### config.mk
export PLATFORM = sky130hd
export DESIGN_NAME = sas_adc_seq
export DESIGN_NICKNAME = d
export VERILOG_FILES = /design/src/shared/sas_pkg.sv /design/src/hdl/sas_axil_slave.sv /design/src/hdl/sas_adc_seq.sv
export VERILOG_INCLUDE_DIRS = /design/src /design/src/shared
export SDC_FILE = /design/constraint.sdc
export NUM_CORES = 1
export LEC_CHECK = 0
export BUFFER_PORTS_ARGS = -buffer_cell sky130_fd_sc_hd__buf_2
export CORE_UTILIZATION = 55
export DETAILED_ROUTE_END_ITERATION = 6
export PLACE_DENSITY = 0.78
export SLEW_MARGIN = 40
export SYNTH_ARGS = -nofsm -noshare
export SYNTH_HDL_FRONTEND = slang
export SYNTH_HIERARCHICAL = 1
export SYNTH_SLANG_ARGS = --single-unit
### constraint.sdc
create_clock -name aclk -period 20.3 [get_ports aclk]
set_input_delay 1.015 -clock aclk [delete_from_list [all_inputs] [get_ports aclk]]
set_output_delay 1.015 -clock aclk [all_outputs]
set_load 0.005 [all_outputs]
### src/shared/sas_map.svh
/*
  register offsets, field positions, reset values and timing counts of the sar converter sequencer.
  assumes a 32-bit axi4-lite register bus with one aligned word per register.
*/
`ifndef SAS_MAP_SVH
`define SAS_MAP_SVH

// byte addresses
`define SAS_ADDR_MODE     8'h00
`define SAS_ADDR_CHAN     8'h04
`define SAS_ADDR_RESULT   8'h08
`define SAS_ADDR_RESULT_H 8'h0c
`define SAS_ADDR_THR_MODE 8'h10
`define SAS_ADDR_THR_VAL  8'h14
`define SAS_ADDR_IRQ_CTRL 8'h18
`define SAS_ADDR_STATUS   8'h1c

// field positions
`define SAS_MODE_RUN_BIT  7
`define SAS_MODE_TSEL_LSB 3
`define SAS_MODE_REF_BIT  0
`define SAS_THR_EN_BIT    7
`define SAS_THR_DIR_BIT   6
`define SAS_IRQ_FLAG_BIT  0

// reset values
`define SAS_RST_MODE     8'h00
`define SAS_RST_CHAN     3'h0
`define SAS_RST_THR_MODE 2'h0
`define SAS_RST_THR_VAL  8'h00

// conversion and sampling lengths in main clock periods, trial count and first trial tap
`define SAS_TCONV_000 9'd288
`define SAS_TCONV_001 9'd240
`define SAS_TCONV_010 9'd192
`define SAS_TCONV_100 9'd144
`define SAS_TCONV_101 9'd120
`define SAS_TCONV_110 9'd96
`define SAS_TSAMP_000 6'd40
`define SAS_TSAMP_001 6'd32
`define SAS_TSAMP_010 6'd24
`define SAS_TSAMP_100 6'd20
`define SAS_TSAMP_101 6'd16
`define SAS_TSAMP_110 6'd12
`define SAS_TRIALS    9'd10
`define SAS_MSB_TRIAL 10'h200

`endif

### src/shared/sas_pkg.sv
/*
  types shared by the sequencer and its bus slave.
  assumes sas_map.svh holds all numeric constants.
*/
package sas_pkg;

  typedef enum logic [1:0] {
    ST_IDLE   = 2'b00,
    ST_SAMPLE = 2'b01,
    ST_TRIAL  = 2'b11,
    ST_TAIL   = 2'b10
  } sas_state_t;

  typedef struct packed {
    logic oor;
    logic [7:0] addr;
    logic [31:0] data;
    logic [3:0] strb;
  } sas_wr_t;

  typedef struct packed {
    logic ok;
    logic [8:0] total;
    logic [5:0] samp;
    logic [4:0] step;
  } sas_timing_t;

endpackage : sas_pkg

### src/hdl/sas_axil_slave.sv
/*
  axi4-lite slave front end: takes one write and one read at a time.
  assumes the sequencer answers decode and read data in the cycle of the strobe.
*/
`timescale 1ns/1ps
module sas_axil_slave #(
  parameter int ADDR_W = 8
) (
  input wire logic aclk, // main clock
  input wire logic aresetn, // sync reset, low active
  input wire logic ce, // clock enable
  input wire logic [ADDR_W-1:0] awaddr, // write address
  input wire logic awvalid, // write address valid
  output logic awready, // write address ready
  input wire logic [31:0] wdata, // write data
  input wire logic [3:0] wstrb, // byte enables
  input wire logic wvalid, // write data valid
  output logic wready, // write data ready
  output logic [1:0] bresp, // write response
  output logic bvalid, // write response valid
  input wire logic bready, // write response ready
  input wire logic [ADDR_W-1:0] araddr, // read address
  input wire logic arvalid, // read address valid
  output logic arready, // read address ready
  output logic [31:0] rdata, // read data
  output logic [1:0] rresp, // read response
  output logic rvalid, // read data valid
  input wire logic rready, // read data ready
  output sas_pkg::sas_wr_t wr, // held write request
  output logic wr_fire, // write strobe
  input wire logic wr_err, // write hits no register
  output logic rd_oor, // read address has bits set above the low byte
  output logic [7:0] rd_addr, // read address low byte
  output logic rd_fire, // read strobe
  input wire logic [31:0] rd_data, // read word
  input wire logic rd_err // read hits no register
);

  generate
    if (ADDR_W < 8)
    begin : g_bad_addr
      $error("sas_axil_slave: ADDR_W below 8");
    end
  endgenerate

  logic aw_have, w_have;
  logic next_aw_have, next_w_have, next_bvalid, next_rvalid;
  logic [1:0] next_bresp, next_rresp;
  logic [31:0] next_rdata;
  sas_pkg::sas_wr_t next_wr;

  assign wr_fire = aw_have && w_have && !bvalid;
  assign rd_fire = arvalid && arready;
  assign rd_addr = araddr[7:0];
  assign rd_oor = (ADDR_W > 8) ? (araddr >> 8) != '0 : 1'b0;

  always_comb
  begin
    next_wr = wr;
    next_aw_have = aw_have;
    next_w_have = w_have;
    next_bvalid = bvalid;
    next_bresp = bresp;
    next_rvalid = rvalid;
    next_rresp = rresp;
    next_rdata = rdata;
    if (awvalid && awready)
    begin
      next_aw_have = 1'b1;
      next_wr.addr = awaddr[7:0];
      next_wr.oor = (ADDR_W > 8) ? (awaddr >> 8) != '0 : 1'b0;
    end
    if (wvalid && wready)
    begin
      next_w_have = 1'b1;
      next_wr.data = wdata;
      next_wr.strb = wstrb;
    end
    if (bvalid && bready)
      next_bvalid = 1'b0;
    if (wr_fire)
    begin
      next_aw_have = 1'b0;
      next_w_have = 1'b0;
      next_bvalid = 1'b1;
      next_bresp = wr_err ? 2'h2 : 2'h0;
    end
    if (rvalid && rready)
      next_rvalid = 1'b0;
    if (rd_fire)
    begin
      next_rvalid = 1'b1;
      next_rdata = rd_data;
      next_rresp = rd_err ? 2'h2 : 2'h0;
    end
  end

  always_ff @(posedge aclk)
  begin
    if (!aresetn)
    begin
      wr <= '0;
      aw_have <= 1'b0;
      w_have <= 1'b0;
      awready <= 1'b0;
      wready <= 1'b0;
      bvalid <= 1'b0;
      bresp <= 2'h0;
      arready <= 1'b0;
      rvalid <= 1'b0;
      rresp <= 2'h0;
      rdata <= 32'h0000_0000;
    end
    else if (ce)
    begin
      wr <= next_wr;
      aw_have <= next_aw_have;
      w_have <= next_w_have;
      awready <= !next_aw_have;
      wready <= !next_w_have;
      bvalid <= next_bvalid;
      bresp <= next_bresp;
      arready <= !next_rvalid;
      rvalid <= next_rvalid;
      rresp <= next_rresp;
      rdata <= next_rdata;
    end
  end

endmodule : sas_axil_slave

### src/hdl/sas_adc_seq.sv
/*
  sar converter sequencer: registers, sample/hold timing, ten bit trials, result latch and standby gating.
  assumes an external sample/hold, tap ladder and comparator; comp_in high means input at or above the tap.
*/
// Contract
// - sample for a fixed interval, then hold through all bit trials
// - first trial sets msb at half tap, kept when input at/above it
// - second trial uses 3/4 or 1/4 tap, bit kept when input at/above
// - after ten trials latch result and raise done request together
// - while run stays set, store each result and restart at once
// - clearing run aborts the conversion immediately and stops
// - compare disabled: done request at every conversion end
// - compare enabled, direction zero: request only if upper byte >= threshold
// - compare enabled, direction one: request only if upper byte < threshold
// - result overwritten at every end, whether compare matched or not
// - result read colliding with result write is served first
// - mode/channel write at conversion end wins: no result, no request
// - channel rewrite leaves the done flag alone
// - standby stops the converter
// - after a channel change the next result comes one conversion time later
// - time codes give 288,240,192,144,120,96 periods; 011 and 111 prohibited
// - result sits left-justified in 16 bits; byte view gives upper eight
// - three-bit channel select picks one of eight inputs
// - sampling lasts 40,32,24,20,16,12 periods per legal code
`timescale 1ns/1ps
`include "sas_map.svh"
module sas_adc_seq (
  input wire logic aclk, // main clock, 40 MHz
  input wire logic aresetn, // sync reset, low active
  input wire logic ce, // clock enable, freezes all state
  input wire logic [7:0] awaddr, // axi write address
  input wire logic awvalid, // axi write address valid
  output logic awready, // axi write address ready
  input wire logic [31:0] wdata, // axi write data
  input wire logic [3:0] wstrb, // axi byte enables
  input wire logic wvalid, // axi write data valid
  output logic wready, // axi write data ready
  output logic [1:0] bresp, // axi write response
  output logic bvalid, // axi write response valid
  input wire logic bready, // axi write response ready
  input wire logic [7:0] araddr, // axi read address
  input wire logic arvalid, // axi read address valid
  output logic arready, // axi read address ready
  output logic [31:0] rdata, // axi read data
  output logic [1:0] rresp, // axi read response
  output logic rvalid, // axi read valid
  input wire logic rready, // axi read ready
  input wire logic comp_in, // comparator, async pin
  input wire logic standby_req, // standby request, async pin
  output logic sample_hold, // high while sampling
  output logic [9:0] ladder_tap, // tap code to the ladder
  output logic [2:0] analog_ch_sel, // analog input select
  output logic ref_gen_en, // reference generator enable
  output logic conv_done_irq, // one-cycle done request
  output logic conv_busy // conversion in progress
);

  ////////////////////////////////////////////////////////////////////////////////
  // bus front end

  sas_pkg::sas_wr_t wr;
  logic wr_fire, wr_err, rd_fire, rd_oor, rd_err;
  logic [7:0] rd_addr;
  logic [31:0] rd_data;

  sas_axil_slave #(.ADDR_W(8)) u_bus (
    .aclk(aclk), .aresetn(aresetn), .ce(ce),
    .awaddr(awaddr), .awvalid(awvalid), .awready(awready),
    .wdata(wdata), .wstrb(wstrb), .wvalid(wvalid), .wready(wready),
    .bresp(bresp), .bvalid(bvalid), .bready(bready),
    .araddr(araddr), .arvalid(arvalid), .arready(arready),
    .rdata(rdata), .rresp(rresp), .rvalid(rvalid), .rready(rready),
    .wr(wr), .wr_fire(wr_fire), .wr_err(wr_err),
    .rd_oor(rd_oor), .rd_addr(rd_addr), .rd_fire(rd_fire),
    .rd_data(rd_data), .rd_err(rd_err)
  );

  function automatic logic mapped(input logic [7:0] a);
    logic [7:0] w;
    w = {a[7:2], 2'b00};
    mapped = (w <= `SAS_ADDR_STATUS);
  endfunction : mapped

  function automatic sas_pkg::sas_timing_t timing_of(input logic [2:0] code);
    sas_pkg::sas_timing_t t;
    t = '0;
    t.ok = 1'b1;
    case (code)
      3'b000: begin t.total = `SAS_TCONV_000; t.samp = `SAS_TSAMP_000; end
      3'b001: begin t.total = `SAS_TCONV_001; t.samp = `SAS_TSAMP_001; end
      3'b010: begin t.total = `SAS_TCONV_010; t.samp = `SAS_TSAMP_010; end
      3'b100: begin t.total = `SAS_TCONV_100; t.samp = `SAS_TSAMP_100; end
      3'b101: begin t.total = `SAS_TCONV_101; t.samp = `SAS_TSAMP_101; end
      3'b110: begin t.total = `SAS_TCONV_110; t.samp = `SAS_TSAMP_110; end
      default: t.ok = 1'b0;
    endcase
    // remainder of the division lands in the tail, so the total stays exact
    t.step = 5'((t.total - {3'b000, t.samp}) / `SAS_TRIALS);
    return t;
  endfunction : timing_of

  ////////////////////////////////////////////////////////////////////////////////
  // state

  logic comp_m, comp_s, stby_m, stby_s;
  logic mode_run, mode_ref, thr_en, thr_dir, flag;
  logic [2:0] mode_tsel, chan_sel;
  logic [7:0] thr_val;
  logic [9:0] result, sar;
  logic [3:0] bit_idx;
  logic [4:0] sub;
  logic [8:0] cnt;
  sas_pkg::sas_state_t state;

  logic next_mode_run, next_mode_ref, next_thr_en, next_thr_dir, next_flag;
  logic [2:0] next_mode_tsel, next_chan_sel;
  logic [7:0] next_thr_val;
  logic [9:0] next_result, next_sar;
  logic [3:0] next_bit_idx;
  logic [4:0] next_sub;
  logic [8:0] next_cnt;
  sas_pkg::sas_state_t next_state;
  logic done_evt, cfg_wr, match, irq_evt;
  sas_pkg::sas_timing_t tim;
  // a sized literal cannot be bit-selected, so the reset words get names first
  localparam logic [7:0] RST_MODE = `SAS_RST_MODE;
  localparam logic [1:0] RST_THR_MODE = `SAS_RST_THR_MODE;

  assign tim = timing_of(mode_tsel);
  assign wr_err = wr.oor || !mapped(wr.addr);
  assign rd_err = rd_oor || !mapped(rd_addr);

  ////////////////////////////////////////////////////////////////////////////////
  // read mux; the word is captured at the handshake edge, before any result update

  always_comb
  begin
    rd_data = 32'h0000_0000;
    if ({rd_addr[7:2], 2'b00} == `SAS_ADDR_MODE)
      rd_data[7:0] = {mode_run, 1'b0, mode_tsel, 2'b00, mode_ref};
    else if ({rd_addr[7:2], 2'b00} == `SAS_ADDR_CHAN)
      rd_data[2:0] = chan_sel;
    else if ({rd_addr[7:2], 2'b00} == `SAS_ADDR_RESULT)
      rd_data[15:0] = {result, 6'h00};
    else if ({rd_addr[7:2], 2'b00} == `SAS_ADDR_RESULT_H)
      rd_data[7:0] = result[9:2];
    else if ({rd_addr[7:2], 2'b00} == `SAS_ADDR_THR_MODE)
      rd_data[7:6] = {thr_en, thr_dir};
    else if ({rd_addr[7:2], 2'b00} == `SAS_ADDR_THR_VAL)
      rd_data[7:0] = thr_val;
    else if ({rd_addr[7:2], 2'b00} == `SAS_ADDR_IRQ_CTRL)
      rd_data[0] = flag;
    else if ({rd_addr[7:2], 2'b00} == `SAS_ADDR_STATUS)
      rd_data[17:0] = {sar, bit_idx, state, stby_s, conv_busy};
  end

  ////////////////////////////////////////////////////////////////////////////////
  // registers and sequencer

  always_comb
  begin
    next_mode_run = mode_run;
    next_mode_ref = mode_ref;
    next_mode_tsel = mode_tsel;
    next_chan_sel = chan_sel;
    next_thr_en = thr_en;
    next_thr_dir = thr_dir;
    next_thr_val = thr_val;
    next_flag = flag;
    next_result = result;
    next_sar = sar;
    next_bit_idx = bit_idx;
    next_sub = sub;
    next_cnt = cnt;
    next_state = state;
    done_evt = 1'b0;
    cfg_wr = 1'b0;
    if (wr_fire && !wr.oor && wr.strb[0])
    begin
      if (wr.addr == `SAS_ADDR_MODE)
      begin
        next_mode_run = wr.data[`SAS_MODE_RUN_BIT];
        next_mode_tsel = wr.data[`SAS_MODE_TSEL_LSB +: 3];
        next_mode_ref = wr.data[`SAS_MODE_REF_BIT];
        cfg_wr = 1'b1;
      end
      else if (wr.addr == `SAS_ADDR_CHAN)
      begin
        next_chan_sel = wr.data[2:0];
        cfg_wr = 1'b1;
      end
      else if (wr.addr == `SAS_ADDR_THR_MODE)
      begin
        next_thr_en = wr.data[`SAS_THR_EN_BIT];
        next_thr_dir = wr.data[`SAS_THR_DIR_BIT];
      end
      else if (wr.addr == `SAS_ADDR_THR_VAL)
        next_thr_val = wr.data[7:0];
      else if (wr.addr == `SAS_ADDR_IRQ_CTRL)
        next_flag = wr.data[`SAS_IRQ_FLAG_BIT];
    end
    case (state)
      sas_pkg::ST_IDLE:
      begin
        if (mode_run && !stby_s && tim.ok)
        begin
          next_state = sas_pkg::ST_SAMPLE;
          next_cnt = 9'd0;
        end
      end
      sas_pkg::ST_SAMPLE:
      begin
        next_cnt = cnt + 9'd1;
        if (cnt == {3'b000, tim.samp} - 9'd1)
        begin
          next_state = sas_pkg::ST_TRIAL;
          next_sar = `SAS_MSB_TRIAL;
          next_bit_idx = 4'd9;
          next_sub = 5'd0;
        end
      end
      sas_pkg::ST_TRIAL:
      begin
        next_cnt = cnt + 9'd1;
        next_sub = sub + 5'd1;
        if (sub == tim.step - 5'd1)
        begin
          next_sub = 5'd0;
          if (!comp_s)
            next_sar[bit_idx] = 1'b0;
          if (bit_idx == 4'd0)
            next_state = sas_pkg::ST_TAIL;
          else
          begin
            next_bit_idx = bit_idx - 4'd1;
            next_sar[bit_idx - 4'd1] = 1'b1;
          end
        end
      end
      sas_pkg::ST_TAIL:
      begin
        next_cnt = cnt + 9'd1;
        if (cnt == tim.total - 9'd1)
        begin
          done_evt = 1'b1;
          next_state = sas_pkg::ST_SAMPLE;
          next_cnt = 9'd0;
          if (!cfg_wr)
            next_result = sar;
        end
      end
      default: next_state = sas_pkg::ST_IDLE;
    endcase
    // a config write while busy restarts the full conversion time
    if (cfg_wr && state != sas_pkg::ST_IDLE)
    begin
      next_state = sas_pkg::ST_SAMPLE;
      next_cnt = 9'd0;
    end
    if (!next_mode_run || stby_s)
      next_state = sas_pkg::ST_IDLE;
    match = !thr_en || (thr_dir ? (sar[9:2] < thr_val) : (sar[9:2] >= thr_val));
    irq_evt = done_evt && !cfg_wr && match;
    if (irq_evt)
      next_flag = 1'b1; // set beats a same-cycle clear
  end

  always_ff @(posedge aclk)
  begin
    if (!aresetn)
    begin
      comp_m <= 1'b0;
      comp_s <= 1'b0;
      stby_m <= 1'b0;
      stby_s <= 1'b0;
      mode_run <= RST_MODE[`SAS_MODE_RUN_BIT];
      mode_ref <= RST_MODE[`SAS_MODE_REF_BIT];
      mode_tsel <= RST_MODE[`SAS_MODE_TSEL_LSB +: 3];
      chan_sel <= `SAS_RST_CHAN;
      thr_en <= RST_THR_MODE[1];
      thr_dir <= RST_THR_MODE[0];
      thr_val <= `SAS_RST_THR_VAL;
      flag <= 1'b0;
      result <= 10'h000;
      sar <= 10'h000;
      bit_idx <= 4'd0;
      sub <= 5'd0;
      cnt <= 9'd0;
      state <= sas_pkg::ST_IDLE;
      sample_hold <= 1'b0;
      ladder_tap <= 10'h000;
      analog_ch_sel <= `SAS_RST_CHAN;
      ref_gen_en <= 1'b0;
      conv_done_irq <= 1'b0;
      conv_busy <= 1'b0;
    end
    else if (ce)
    begin
      comp_m <= comp_in;
      comp_s <= comp_m;
      stby_m <= standby_req;
      stby_s <= stby_m;
      mode_run <= next_mode_run;
      mode_ref <= next_mode_ref;
      mode_tsel <= next_mode_tsel;
      chan_sel <= next_chan_sel;
      thr_en <= next_thr_en;
      thr_dir <= next_thr_dir;
      thr_val <= next_thr_val;
      flag <= next_flag;
      result <= next_result;
      sar <= next_sar;
      bit_idx <= next_bit_idx;
      sub <= next_sub;
      cnt <= next_cnt;
      state <= next_state;
      sample_hold <= (next_state == sas_pkg::ST_SAMPLE);
      ladder_tap <= next_sar;
      analog_ch_sel <= next_chan_sel;
      ref_gen_en <= next_mode_ref;
      conv_done_irq <= irq_evt;
      conv_busy <= (next_state != sas_pkg::ST_IDLE);
    end
  end

  ////////////////////////////////////////////////////////////////////////////////
  // checks

  property p_hold_in_trials;
    @(posedge aclk) disable iff (!aresetn)
      (state == sas_pkg::ST_TRIAL || state == sas_pkg::ST_TAIL) |-> !sample_hold;
  endproperty
  a_hold_in_trials: assert property (p_hold_in_trials) else $error("sample/hold open during trials");

  property p_msb_first;
    @(posedge aclk) disable iff (!aresetn)
      (ce && state == sas_pkg::ST_SAMPLE && next_state == sas_pkg::ST_TRIAL) |=> (ladder_tap == 10'h200);
  endproperty
  a_msb_first: assert property (p_msb_first) else $error("first trial tap is not half scale");

  property p_result_latch;
    @(posedge aclk) disable iff (!aresetn)
      (ce && done_evt && !cfg_wr) |=> (result == $past(sar)) && (conv_done_irq == $past(match));
  endproperty
  a_result_latch: assert property (p_result_latch) else $error("result or request wrong at end");

  property p_abort;
    @(posedge aclk) disable iff (!aresetn)
      (ce && !next_mode_run && state != sas_pkg::ST_IDLE) |=> (state == sas_pkg::ST_IDLE) && !conv_busy;
  endproperty
  a_abort: assert property (p_abort) else $error("run cleared but converter kept going");

  property p_always_irq;
    @(posedge aclk) disable iff (!aresetn)
      (ce && done_evt && !cfg_wr && !thr_en) |=> conv_done_irq ##1 !conv_done_irq;
  endproperty
  a_always_irq: assert property (p_always_irq) else $error("missing done request with compare off");

  property p_cmp_ge;
    @(posedge aclk) disable iff (!aresetn)
      (ce && done_evt && thr_en && !thr_dir && sar[9:2] < thr_val) |=> !conv_done_irq;
  endproperty
  a_cmp_ge: assert property (p_cmp_ge) else $error("request raised below threshold");

  property p_cmp_lt;
    @(posedge aclk) disable iff (!aresetn)
      (ce && done_evt && thr_en && thr_dir && sar[9:2] >= thr_val) |=> !conv_done_irq;
  endproperty
  a_cmp_lt: assert property (p_cmp_lt) else $error("request raised at or above threshold");

  property p_write_wins;
    @(posedge aclk) disable iff (!aresetn)
      (ce && done_evt && cfg_wr) |=> $stable(result) && !conv_done_irq;
  endproperty
  a_write_wins: assert property (p_write_wins) else $error("colliding config write lost to result");

  property p_flag_kept;
    @(posedge aclk) disable iff (!aresetn)
      (ce && flag && wr_fire && wr.addr == `SAS_ADDR_CHAN) |=> flag;
  endproperty
  a_flag_kept: assert property (p_flag_kept) else $error("channel write cleared done flag");

  property p_conv_len;
    @(posedge aclk) disable iff (!aresetn)
      (ce && done_evt) |-> (bit_idx == 4'd0) && (sub == 5'd0) &&
        (cnt >= {3'b000, tim.samp} + 9'd10 * {4'b0000, tim.step});
  endproperty
  a_conv_len: assert property (p_conv_len) else $error("conversion end off its programmed time");

endmodule : sas_adc_seq

==> summary.md, run 1 <==
| Metric | Value |
|---|---|
| Outcome | `finished clean` |
| H-tree depth | `4` |
| Final period util | `41.2%` |
| 1st-iter DRT viols | `632` |
| Worst-path fanout max | `14` |
| Num CTS Buffers | `17` |
| Layout cells sized above 1 | `13.9%` |
| Fmax | `0.119 GHz` |
| Delay of the slowest critical-path stage | `690 ps` |
| Via-per-instance ratio | `5.86` |
| GRT overflow | `0` |
| Met1 usage in global routing | `36.0%` |
| CP Class | `reg -> reg` |
| CP bufs+invs | `1` |
| CTS tree | `done` |
| Clock Path Buffers | `2` |
| Post-CTS sizing | `0` |
| Met2 Resource Use GR | `41.8%` |
| Row cnt | `43` |
| Synthesis-to-layout area growth | `12.6%` |
| Clock Skews | `9.10 ps` |
| Least-Margin Pin Slew | `853 ps` |
| Fin. max-slew vios | `0` |
| ANT cells | `0` |
| Reg2reg start | `mode_tsel[1]` |
| GRT Total Usage | `26.4%` |
| Most common cell after layout, fill and taps aside | `nand2_1` |
| WHS Path Cells | `2` |
| Vias in the first global route | `6537` |
| GPL Wtd Cong | `0.875` |
| DRC viols | `0` |
| Crit. path cell count | `24` |
| Critical Path End Type | `flip-flop` |
| Initial antenna violation count | `0` |
| Pre-CTS WS | `11900 ps` |
| Router iterations before antenna repair | `6` |
| P_leak | `3.59 nW` |
| Yosys warning total | `6` |
| Ports | `120` |
| TNS Setup | `0 ps` |
| Worst R2R Setup Slack | `11930 ps` |
| Worst IR Drop VDD | `0.0000635 V` |
| Setup Fix Bufs, Post-CTS | `0` |
| Worst Min Path Start | `u_bus/rdata[29]` |
| Worst skew pair latency | `420 ps` |
| Max-Cap Viols | `0` |
| Pwr Total | `0.573 mW` |
| Global routing's busiest layer | `met2` |
| Width of the die | `122 um` |
| CP max stage cell | `dfxtp_1` |
| CP required | `20560 ps` |
| Cell area power density | `64.5 nW/um^2` |
| Initial Utilization | `56.6%` |
| Hold-fix buffer count after cts | `0` |
| Crit path time final | `8370 ps` |
| HPWL Detailed | `13.3 mm` |
| RSZ-0062 raised after global routing | `false` |
| Final hold violation count | `0` |
| Most frequent CP cell | `ha_1` |
| WL final | `19.4 mm` |
| Crit path arrival time | `8630 ps` |
| HP Class | `reg -> reg` |
| Vias | `7346` |
| Met3 Usage GRT | `5.52%` |
| Slew Limit Headroom | `43.0%` |
| # nets final | `1149` |
| Root buffer cell | `clkbuf_16` |
| Final setup fails | `0` |
| Delay-heaviest family, CP | `compound AO/OA/AOI/OAI gates` |
| TritonCTS Sinks | `124` |
| Reg clk slew, reported paths | `60 ps` |
| Most frequent cells in the layout | `nand2_1, dfxtp_1, buf_2` |
| Post-Syn Area | `7890 sq um` |
| Fillers | `1242` |
| Post-route ant nets | `0` |
| Core area | `13900 sq um` |
| Final setup margin | `11930 ps` |
| Post-synthesis instance total | `1002` |
| FF-to-FF End | `sar[9]` |
| DIE HEIGHT | `122 um` |
| Largest net degree at the start of global routing | `87` |
| Worst setup SP type | `flip-flop` |
| FF-to-FF path depth | `24` |
| Die area | `14800 sq um` |
| Global-route wire length before repair | `31.6 mm` |
| PortBufs | `88` |
| End of the worst hold path | `u_bus/rdata[29]` |
| Drt wl/cell | `15.4 um` |
| Worst path cell trace | `inv_1 > ha_1 > nand2b_1 > a21oi_1 > ha_1 > and4bb_1 > nor3_1 > maj3_1 > a22oi_2 > a311o_1 > a221oi_4 > nor3_1 > or2_0 > a31o_2 > o32ai_1 > a31oi_1 > a211oi_4 > ha_1 > xnor2_1 > nor4_4 > nand3_1 > mux2_4 > a2111oi_0 > o22ai_1` |
| Syn Area/Cell | `7.87 sq um` |
stage by stage:
step,cells,hold slack [ps],utilization [%],instance area [sq um]
finish,1253,448,63.7,8880
global route,1253,466,63.7,8880
CTS,1253,450,63.6,8860
detailed placement,1222,442,59.4,8280
global placement,1222,437,59.4,8270
floorplan,1018,438,-,7950
final cells by class:
class	count	area, sq um	area share [%]
Multi-Input combinational cell	803	5020	56.6
Sequential cell	124	2480	28.0
Timing Repair Buffer	93	478	5.38
Clock buffer	19	433	4.88
Tap cell	180	225	2.54
Clock inverter	12	149	1.68
Inverter	22	82.6	0.930
report_power, final:
part | leakage [nW] | internal [mW] | switching [mW]
combinational | 2.30 | 0.00946 | 0.0138
clock | 0.286 | 0.191 | 0.109
sequential | 1.00 | 0.246 | 0.00236
total | 3.59 | 0.447 | 0.126
worst max path at each step:
stage	to	slack, ps	from
CTS	sar[9]	11750	mode_tsel[1]
floorplan	sar[9]	13130	mode_tsel[0]
finish	sar[9]	11930	mode_tsel[1]
global route	sar[9]	11370	mode_tsel[1]
global placement	sar[9]	11910	mode_tsel[1]
detailed placement	sar[9]	11900	mode_tsel[0]
metal layers:
metal	up-vias	routed length, um	share of wire [%]
li1	3642	-	-
met1	3451	9140	47
met2	234	8840	46
met3	19	1140	5.9
met4	0	234	1.2
met5	-	0	0
registers in the layout, indices dropped and copies added, names as in the netlist, 2 cells and up:
name and cells:
result 10, bit_idx 4, chan_sel 3, u_bus/rdata 32
thr_val 8, sub 5, sar 10, cnt 9
mode_tsel 3, u_bus/wr 17, state 2
worst reg2reg max path: cells and delay by family (launching register included):
family	cells	cell delay [ps]
compound gates	10	3290
simple gates	7	2160
fa+ha+maj	4	1370
flops	1	690
mux	1	300
buf+inv	1	270
xor+xnor	1	150
No activity file was read; power rests on OpenSTA's default activity.
==> run 2: changes to the inputs <==
--- a/config.mk
+++ b/config.mk
@@ -7,9 +7,9 @@
 export NUM_CORES = 1
 export LEC_CHECK = 0
 export BUFFER_PORTS_ARGS = -buffer_cell sky130_fd_sc_hd__buf_2
-export CORE_UTILIZATION = 55
+export CORE_UTILIZATION = 54
 export DETAILED_ROUTE_END_ITERATION = 6
-export PLACE_DENSITY = 0.78
+export PLACE_DENSITY = 0.8
 export SLEW_MARGIN = 40
 export SYNTH_ARGS = -nofsm -noshare
 export SYNTH_HDL_FRONTEND = slang
==> constraint.sdc (replaced) <==
create_clock -name aclk -period 6.9 [get_ports aclk]
set_input_delay 0.345 -clock aclk [delete_from_list [all_inputs] [get_ports aclk]]
set_output_delay 0.345 -clock aclk [all_outputs]
set_load 0.005 [all_outputs]
==> summary.md, run 2 (synthesized netlist as in run 1, its figures left out) <==
| Metric | Value |
|---|---|
| Outcome | `finished clean` |
| Vias in the first global route | `6803` |
| Fin area | `9100 sq um` |
| Worst IR Drop VDD | `0.000228 V` |
| # nets final | `1166` |
| P_leak | `3.69 nW` |
| Worst setup SP type | `flip-flop` |
| H-tree depth | `4` |
| Router iterations before antenna repair | `5` |
| Fmax | `0.151 GHz` |
| Worst hold slack | `177 ps` |
| Reg clk slew, reported paths | `60 ps` |
| Largest net degree at the start of global routing | `85` |
| Slew Limit Headroom | `47.0%` |
| WL final | `19.6 mm` |
| Worst R2R Setup Slack | `300 ps` |
| ANT cells | `0` |
| DRC viols | `0` |
| CP required | `7200 ps` |
| FF-to-FF End | `sar[9]` |
| Clock Skews | `15.9 ps` |
| Final period util | `95.7%` |
| Most frequent cells in the layout | `nand2_1, dfxtp_1, buf_2` |
| WHS Path Cells | `3` |
| TritonCTS Sinks | `124` |
| PortBufs | `88` |
| Layout cells sized above 1 | `16.3%` |
| Crit path arrival time | `6900 ps` |
| CP bufs+invs | `1` |
| GRT overflow | `0` |
| Worst-path fanout max | `9` |
| Vias | `7437` |
| Fin. max-slew vios | `0` |
| Sequential Area | `2480 sq um` |
| Worst Min Path Start | `wdata[2]` |
| GRT Total Usage | `26.9%` |
| Hold-fix buffer count after cts | `0` |
| Ports | `120` |
| Worst skew pair latency | `420 ps` |
| Row cnt | `43` |
| Final setup margin | `298 ps` |
| Num CTS Buffers | `17` |
| Drt wl/cell | `15.5 um` |
| Delay-heaviest family, CP | `compound AO/OA/AOI/OAI gates` |
| FF-to-FF path depth | `24` |
| Initial antenna violation count | `0` |
| CTS tree | `done` |
| Crit path time final | `6600 ps` |
| Post-route ant nets | `0` |
| Synthesis-to-layout area growth | `15.4%` |
| Core area | `14000 sq um` |
| 1st-iter DRT viols | `637` |
| Largest register by flop count | `u_bus/rdata` |
| Width of the die | `123 um` |
| Largest regs | `u_bus/rdata (32), u_bus/wr (17)` |
| Critical Path End Type | `flip-flop` |
| Clock Path Buffers | `2` |
| Die area | `15100 sq um` |
| GPL Wtd Cong | `0.909` |
| Dpl cell area | `8430 sq um` |
| Max reg flops | `32` |
| End of the worst hold path | `u_bus/wr[6]` |
| Root buffer cell | `clkbuf_16` |
| Via-per-instance ratio | `5.86` |
| Pwr Total | `1.70 mW` |
| Final setup fails | `0` |
| Cell area power density | `187 nW/um^2` |
| Worst path cell trace | `buf_4 > ha_1 > or3_1 > ha_1 > and4bb_4 > or3_4 > a22oi_2 > o211ai_1 > a311o_1 > a221oi_4 > nor3_1 > or2_0 > or4_1 > a311oi_1 > a31oi_1 > a211oi_4 > ha_2 > xnor2_1 > xnor2_1 > nor4_4 > nand3b_1 > mux2_4 > a2111oi_2 > o22ai_1` |
| Global-route wire length before repair | `32.3 mm` |
| CP max stage cell | `or4_1` |
| Pre-CTS WS | `134 ps` |
| Max-Cap Viols | `0` |
| HP Class | `in -> reg` |
| Initial Utilization | `56.2%` |
| CP Class | `reg -> reg` |
| Multi-input logic area | `5110 sq um` |
| Fillers | `1174` |
| DIE HEIGHT | `123 um` |
| Reg2reg start | `mode_tsel[0]` |
| Least-Margin Pin Slew | `793 ps` |
| Most common cell after layout, fill and taps aside | `nand2_1` |
| HPWL Detailed | `13.7 mm` |
| Final hold violation count | `0` |
| Delay of the slowest critical-path stage | `510 ps` |
[run 2: cell count changes in the layout (fill, tap and decap cells not counted), sizes merged]
| cell | change |
|---|---|
| buf | +17 |
| clkbuf | +4 |
| clkinv | -4 |
| clkinvlp | -1 |
[run 2: worst max-delay path by stage]
stage	endpoint	depth (start not counted)	from
3_5_place_dp	sar[9]	25	mode_tsel[1]
6_report	sar[9]	24	mode_tsel[0]
5_1_grt	sar[9]	25	mode_tsel[0]
2_1_floorplan	sar[9]	29	mode_tsel[0]
4_1_cts	sar[9]	25	mode_tsel[1]
3_3_place_gp	sar[9]	24	mode_tsel[0]
[run 2: tightest hold or removal path, delay by kind of cell]
family	cells	cell delay [ps]
compound gates	1	50
buf+inv	1	100
simple gates	1	50
[run 2: what timing repair did]
item,4_1_cts,5_1_grt
setup buffers,0,0
setup endpoints to repair,0,17
resized for setup,0,13
[run 2: final cells by class]
class                   count  share of cell area (%)
clock inverters             7                    1.25
multi-input cells         803                    56.2
inverters                  22                   0.907
clock buffers              23                    5.25
flip-flops and latches    124                    27.3
well taps                 180                    2.47
repair buffers            110                    6.65
[run 2: power breakdown]
part	switching, mW	total [mW]	internal, mW
clock network	0.310	0.901	0.591
registers	0.00696	0.732	0.725
logic	0.0410	0.0688	0.0278
[run 2: through the flow]
| step | TNS (ps) | cells | utilization (%) |
|---|---|---|---|
| after floorplan | 0 | 1018 | - |
| after global placement | 0 | 1239 | 60.0 |
| after detailed placement | 0 | 1239 | 60.0 |
| after CTS | 0 | 1269 | 64.3 |
| after global routing | -7.00 | 1269 | 64.8 |
| final | 0 | 1269 | 64.8 |
[run 2: per-layer routing]
metal  share of wire, %  global-route usage [%]  wire length (um)  vias up
met2                 46                    42.4              8990      229
met4                1.7                    8.69               326        0
li1                   -                       -                 -     3676
met3                5.3                    5.25              1040       36
met1                 47                    36.8              9280     3496
met5                  0                       0                 0        -
==> run 3: changes to the inputs <==
--- a/config.mk
+++ b/config.mk
@@ -7,9 +7,11 @@
 export NUM_CORES = 1
 export LEC_CHECK = 0
 export BUFFER_PORTS_ARGS = -buffer_cell sky130_fd_sc_hd__buf_2
-export CORE_UTILIZATION = 54
+export CELL_PAD_IN_SITES_DETAIL_PLACEMENT = 0
+export CELL_PAD_IN_SITES_GLOBAL_PLACEMENT = 1
+export CORE_UTILIZATION = 40
 export DETAILED_ROUTE_END_ITERATION = 6
-export PLACE_DENSITY = 0.8
+export PLACE_DENSITY = 0.79
 export SLEW_MARGIN = 40
 export SYNTH_ARGS = -nofsm -noshare
 export SYNTH_HDL_FRONTEND = slang
==> summary.md, run 3 (synthesized netlist as in run 1, its figures left out) <==
| Metric | Value |
|---|---|
| Sequential Area | `2490 sq um` |
| WL final | `20.6 mm` |
| Largest register by flop count | `u_bus/rdata` |
| Pre-CTS WS | `208 ps` |
| Reg clk slew, reported paths | `60 ps` |
| Final period util | `94.8%` |
| Critical Path End Type | `flip-flop` |
| Most frequent cells in the layout | `nand2_1, dfxtp_1, buf_2` |
| Largest net degree at the start of global routing | `71` |
| Max reg flops | `32` |
| Reg2reg start | `mode_tsel[0]` |
| Fillers | `1934` |
| Dpl cell area | `8560 sq um` |
| Multi-input logic area | `5110 sq um` |
| Final hold violation count | `0` |
| Root buffer cell | `clkbuf_16` |
| Final setup fails | `0` |
| Max-Cap Viols | `0` |
| Vias in the first global route | `6660` |
| HP Class | `in -> reg` |
| Worst Min Path Start | `wdata[2]` |
| # nets final | `1173` |
| Final setup margin | `361 ps` |
| H-tree depth | `4` |
| 1st-iter DRT viols | `532` |
| Clock Path Buffers | `2` |
| Crit path from | `mode_tsel[0]` |
| Ports | `120` |
| DIE HEIGHT | `142 um` |
| Initial antenna violation count | `0` |
| GPL Wtd Cong | `0.851` |
| DRC viols | `0` |
| GRT Total Usage | `20.8%` |
| Fin. max-slew vios | `0` |
| Synthesis-to-layout area growth | `17.2%` |
| Die area | `20300 sq um` |
| P_leak | `3.73 nW` |
| Fmax | `0.153 GHz` |
| TritonCTS Sinks | `124` |
| Finished Core Util | `48.6%` |
| Worst path cell trace | `buf_4 > ha_1 > or3_1 > ha_1 > and4bb_2 > or3_4 > a22oi_2 > o211ai_1 > a311o_1 > a221oi_4 > nor3_1 > or2_0 > or4_1 > a311oi_1 > a31oi_1 > a211oi_4 > ha_2 > xnor2_1 > nor4_4 > nand3b_1 > mux2_4 > a2111oi_2 > o22ai_1` |
| Drt wl/cell | `15.1 um` |
| GRT overflow | `0` |
| Delay of the slowest critical-path stage | `510 ps` |
| Router iterations before antenna repair | `5` |
| CTS tree | `done` |
| Width of the die | `142 um` |
| Layout cells sized above 1 | `17.4%` |
| Outcome | `finished clean` |
| Cell area power density | `182 nW/um^2` |
| Row cnt | `50` |
| HPWL Detailed | `14.6 mm` |
| Initial Utilization | `41.5%` |
| ANT cells | `0` |
| Least-Margin Pin Slew | `690 ps` |
| Largest regs | `u_bus/rdata (32), u_bus/wr (17)` |
| Core area | `19000 sq um` |
| Fin area | `9240 sq um` |
| Worst setup SP type | `flip-flop` |
| Most common cell after layout, fill and taps aside | `nand2_1` |
| Worst IR Drop VDD | `0.000185 V` |
| Num CTS Buffers | `17` |
| PortBufs | `88` |
| Worst hold slack | `170 ps` |
| Delay-heaviest family, CP | `simple AND/OR/NAND/NOR gates` |
| Worst-path fanout max | `6` |
| CP required | `7200 ps` |
| Via-per-instance ratio | `5.34` |
| Crit path arrival time | `6840 ps` |
| CP max stage cell | `or4_1` |
| TNS Setup | `0 ps` |
| Clock Skews | `11.0 ps` |
| CP bufs+invs | `1` |
| Worst skew pair latency | `420 ps` |
| Post-route ant nets | `0` |
| Crit path time final | `6540 ps` |
| Most frequent CP cell | `ha_1` |
| CP Class | `reg -> reg` |
| Slew Limit Headroom | `53.8%` |
| Vias | `7254` |
| Global-route wire length before repair | `33.6 mm` |
| Hold-fix buffer count after cts | `0` |
==> run 3: changes by cell type in the layout (fill, tap and decap cells not counted), moves of 2 or more <==
cell | previous run | this run
nor3_2 | 2 | 4
buf_4 | 22 | 29
clkinv_2 | 3 | 5
nor3_1 | 17 | 15
dfxtp_1 | 124 | 122
clkinv_4 | 1 | 3
==> run 3: layer usage <==
| metal | wire length [um] | track usage, % | vias to the layer above |
|---|---|---|---|
| met4 | 255 | 6.56 | 0 |
| met5 | 0 | 0 | - |
| met2 | 8770 | 31.4 | 170 |
| li1 | - | - | 3691 |
| met1 | 10500 | 29.7 | 3369 |
| met3 | 996 | 4.04 | 24 |
==> run 3: through the flow <==
step,power [mW],cells
floorplan,0.797,1018
global placement,0.816,1324
detailed placement,0.816,1324
CTS,1.69,1356
global route,1.74,1358
finish,1.68,1358
==> run 3: layout make-up <==
| type | count | share of cell area, % |
|---|---|---|
| Tap cell | 260 | 3.52 |
| Sequential cell | 124 | 26.9 |
| Clock inverter | 11 | 1.29 |
| Timing Repair Buffer | 117 | 7.12 |
| Inverter | 22 | 0.894 |
| Clock buffer | 21 | 4.98 |
| Multi-Input combinational cell | 803 | 55.3 |
==> run 3: repair_timing <==
item,4_1_cts,5_1_grt
resized for setup,0,16
setup buffers,0,1
setup endpoints to repair,0,17
==> run 3: power by group <==
group	internal [mW]	total, mW	switching (mW)	leakage [nW]
Combinational	0.0281	0.0699	0.0417	2.44
Sequential	0.724	0.731	0.00697	1.00
Clock	0.548	0.879	0.330	0.287
==> run 3: worst reg2reg max path, stage by stage, from the launching register on <==
cell       delay, ps
dfxtp_4          380
buf_4            150
ha_1             230
or3_1            400
ha_1             290
and4bb_2         280
or3_4            370
a22oi_2          210
o211ai_1         150
a311o_1          370
a221oi_4         410
nor3_1           140
or2_0            270
or4_1            510
a311oi_1         270
a31oi_1          110
a211oi_4         260
ha_2             310
xnor2_1          160
nor4_4           270
nand3b_1         110
mux2_4           320
a2111oi_2        370
o22ai_1          120
==> run 3: worst paths after layout <==
path / depth (start not counted) / slack (ps) / to
worst max-delay path: 23 / 360 / sar[9]
worst min register to register: 2 / 450 / u_bus/rdata[17]
worst max register to register: 23 / 360 / sar[9]
worst min-delay path: 3 / 170 / u_bus/wr[6]
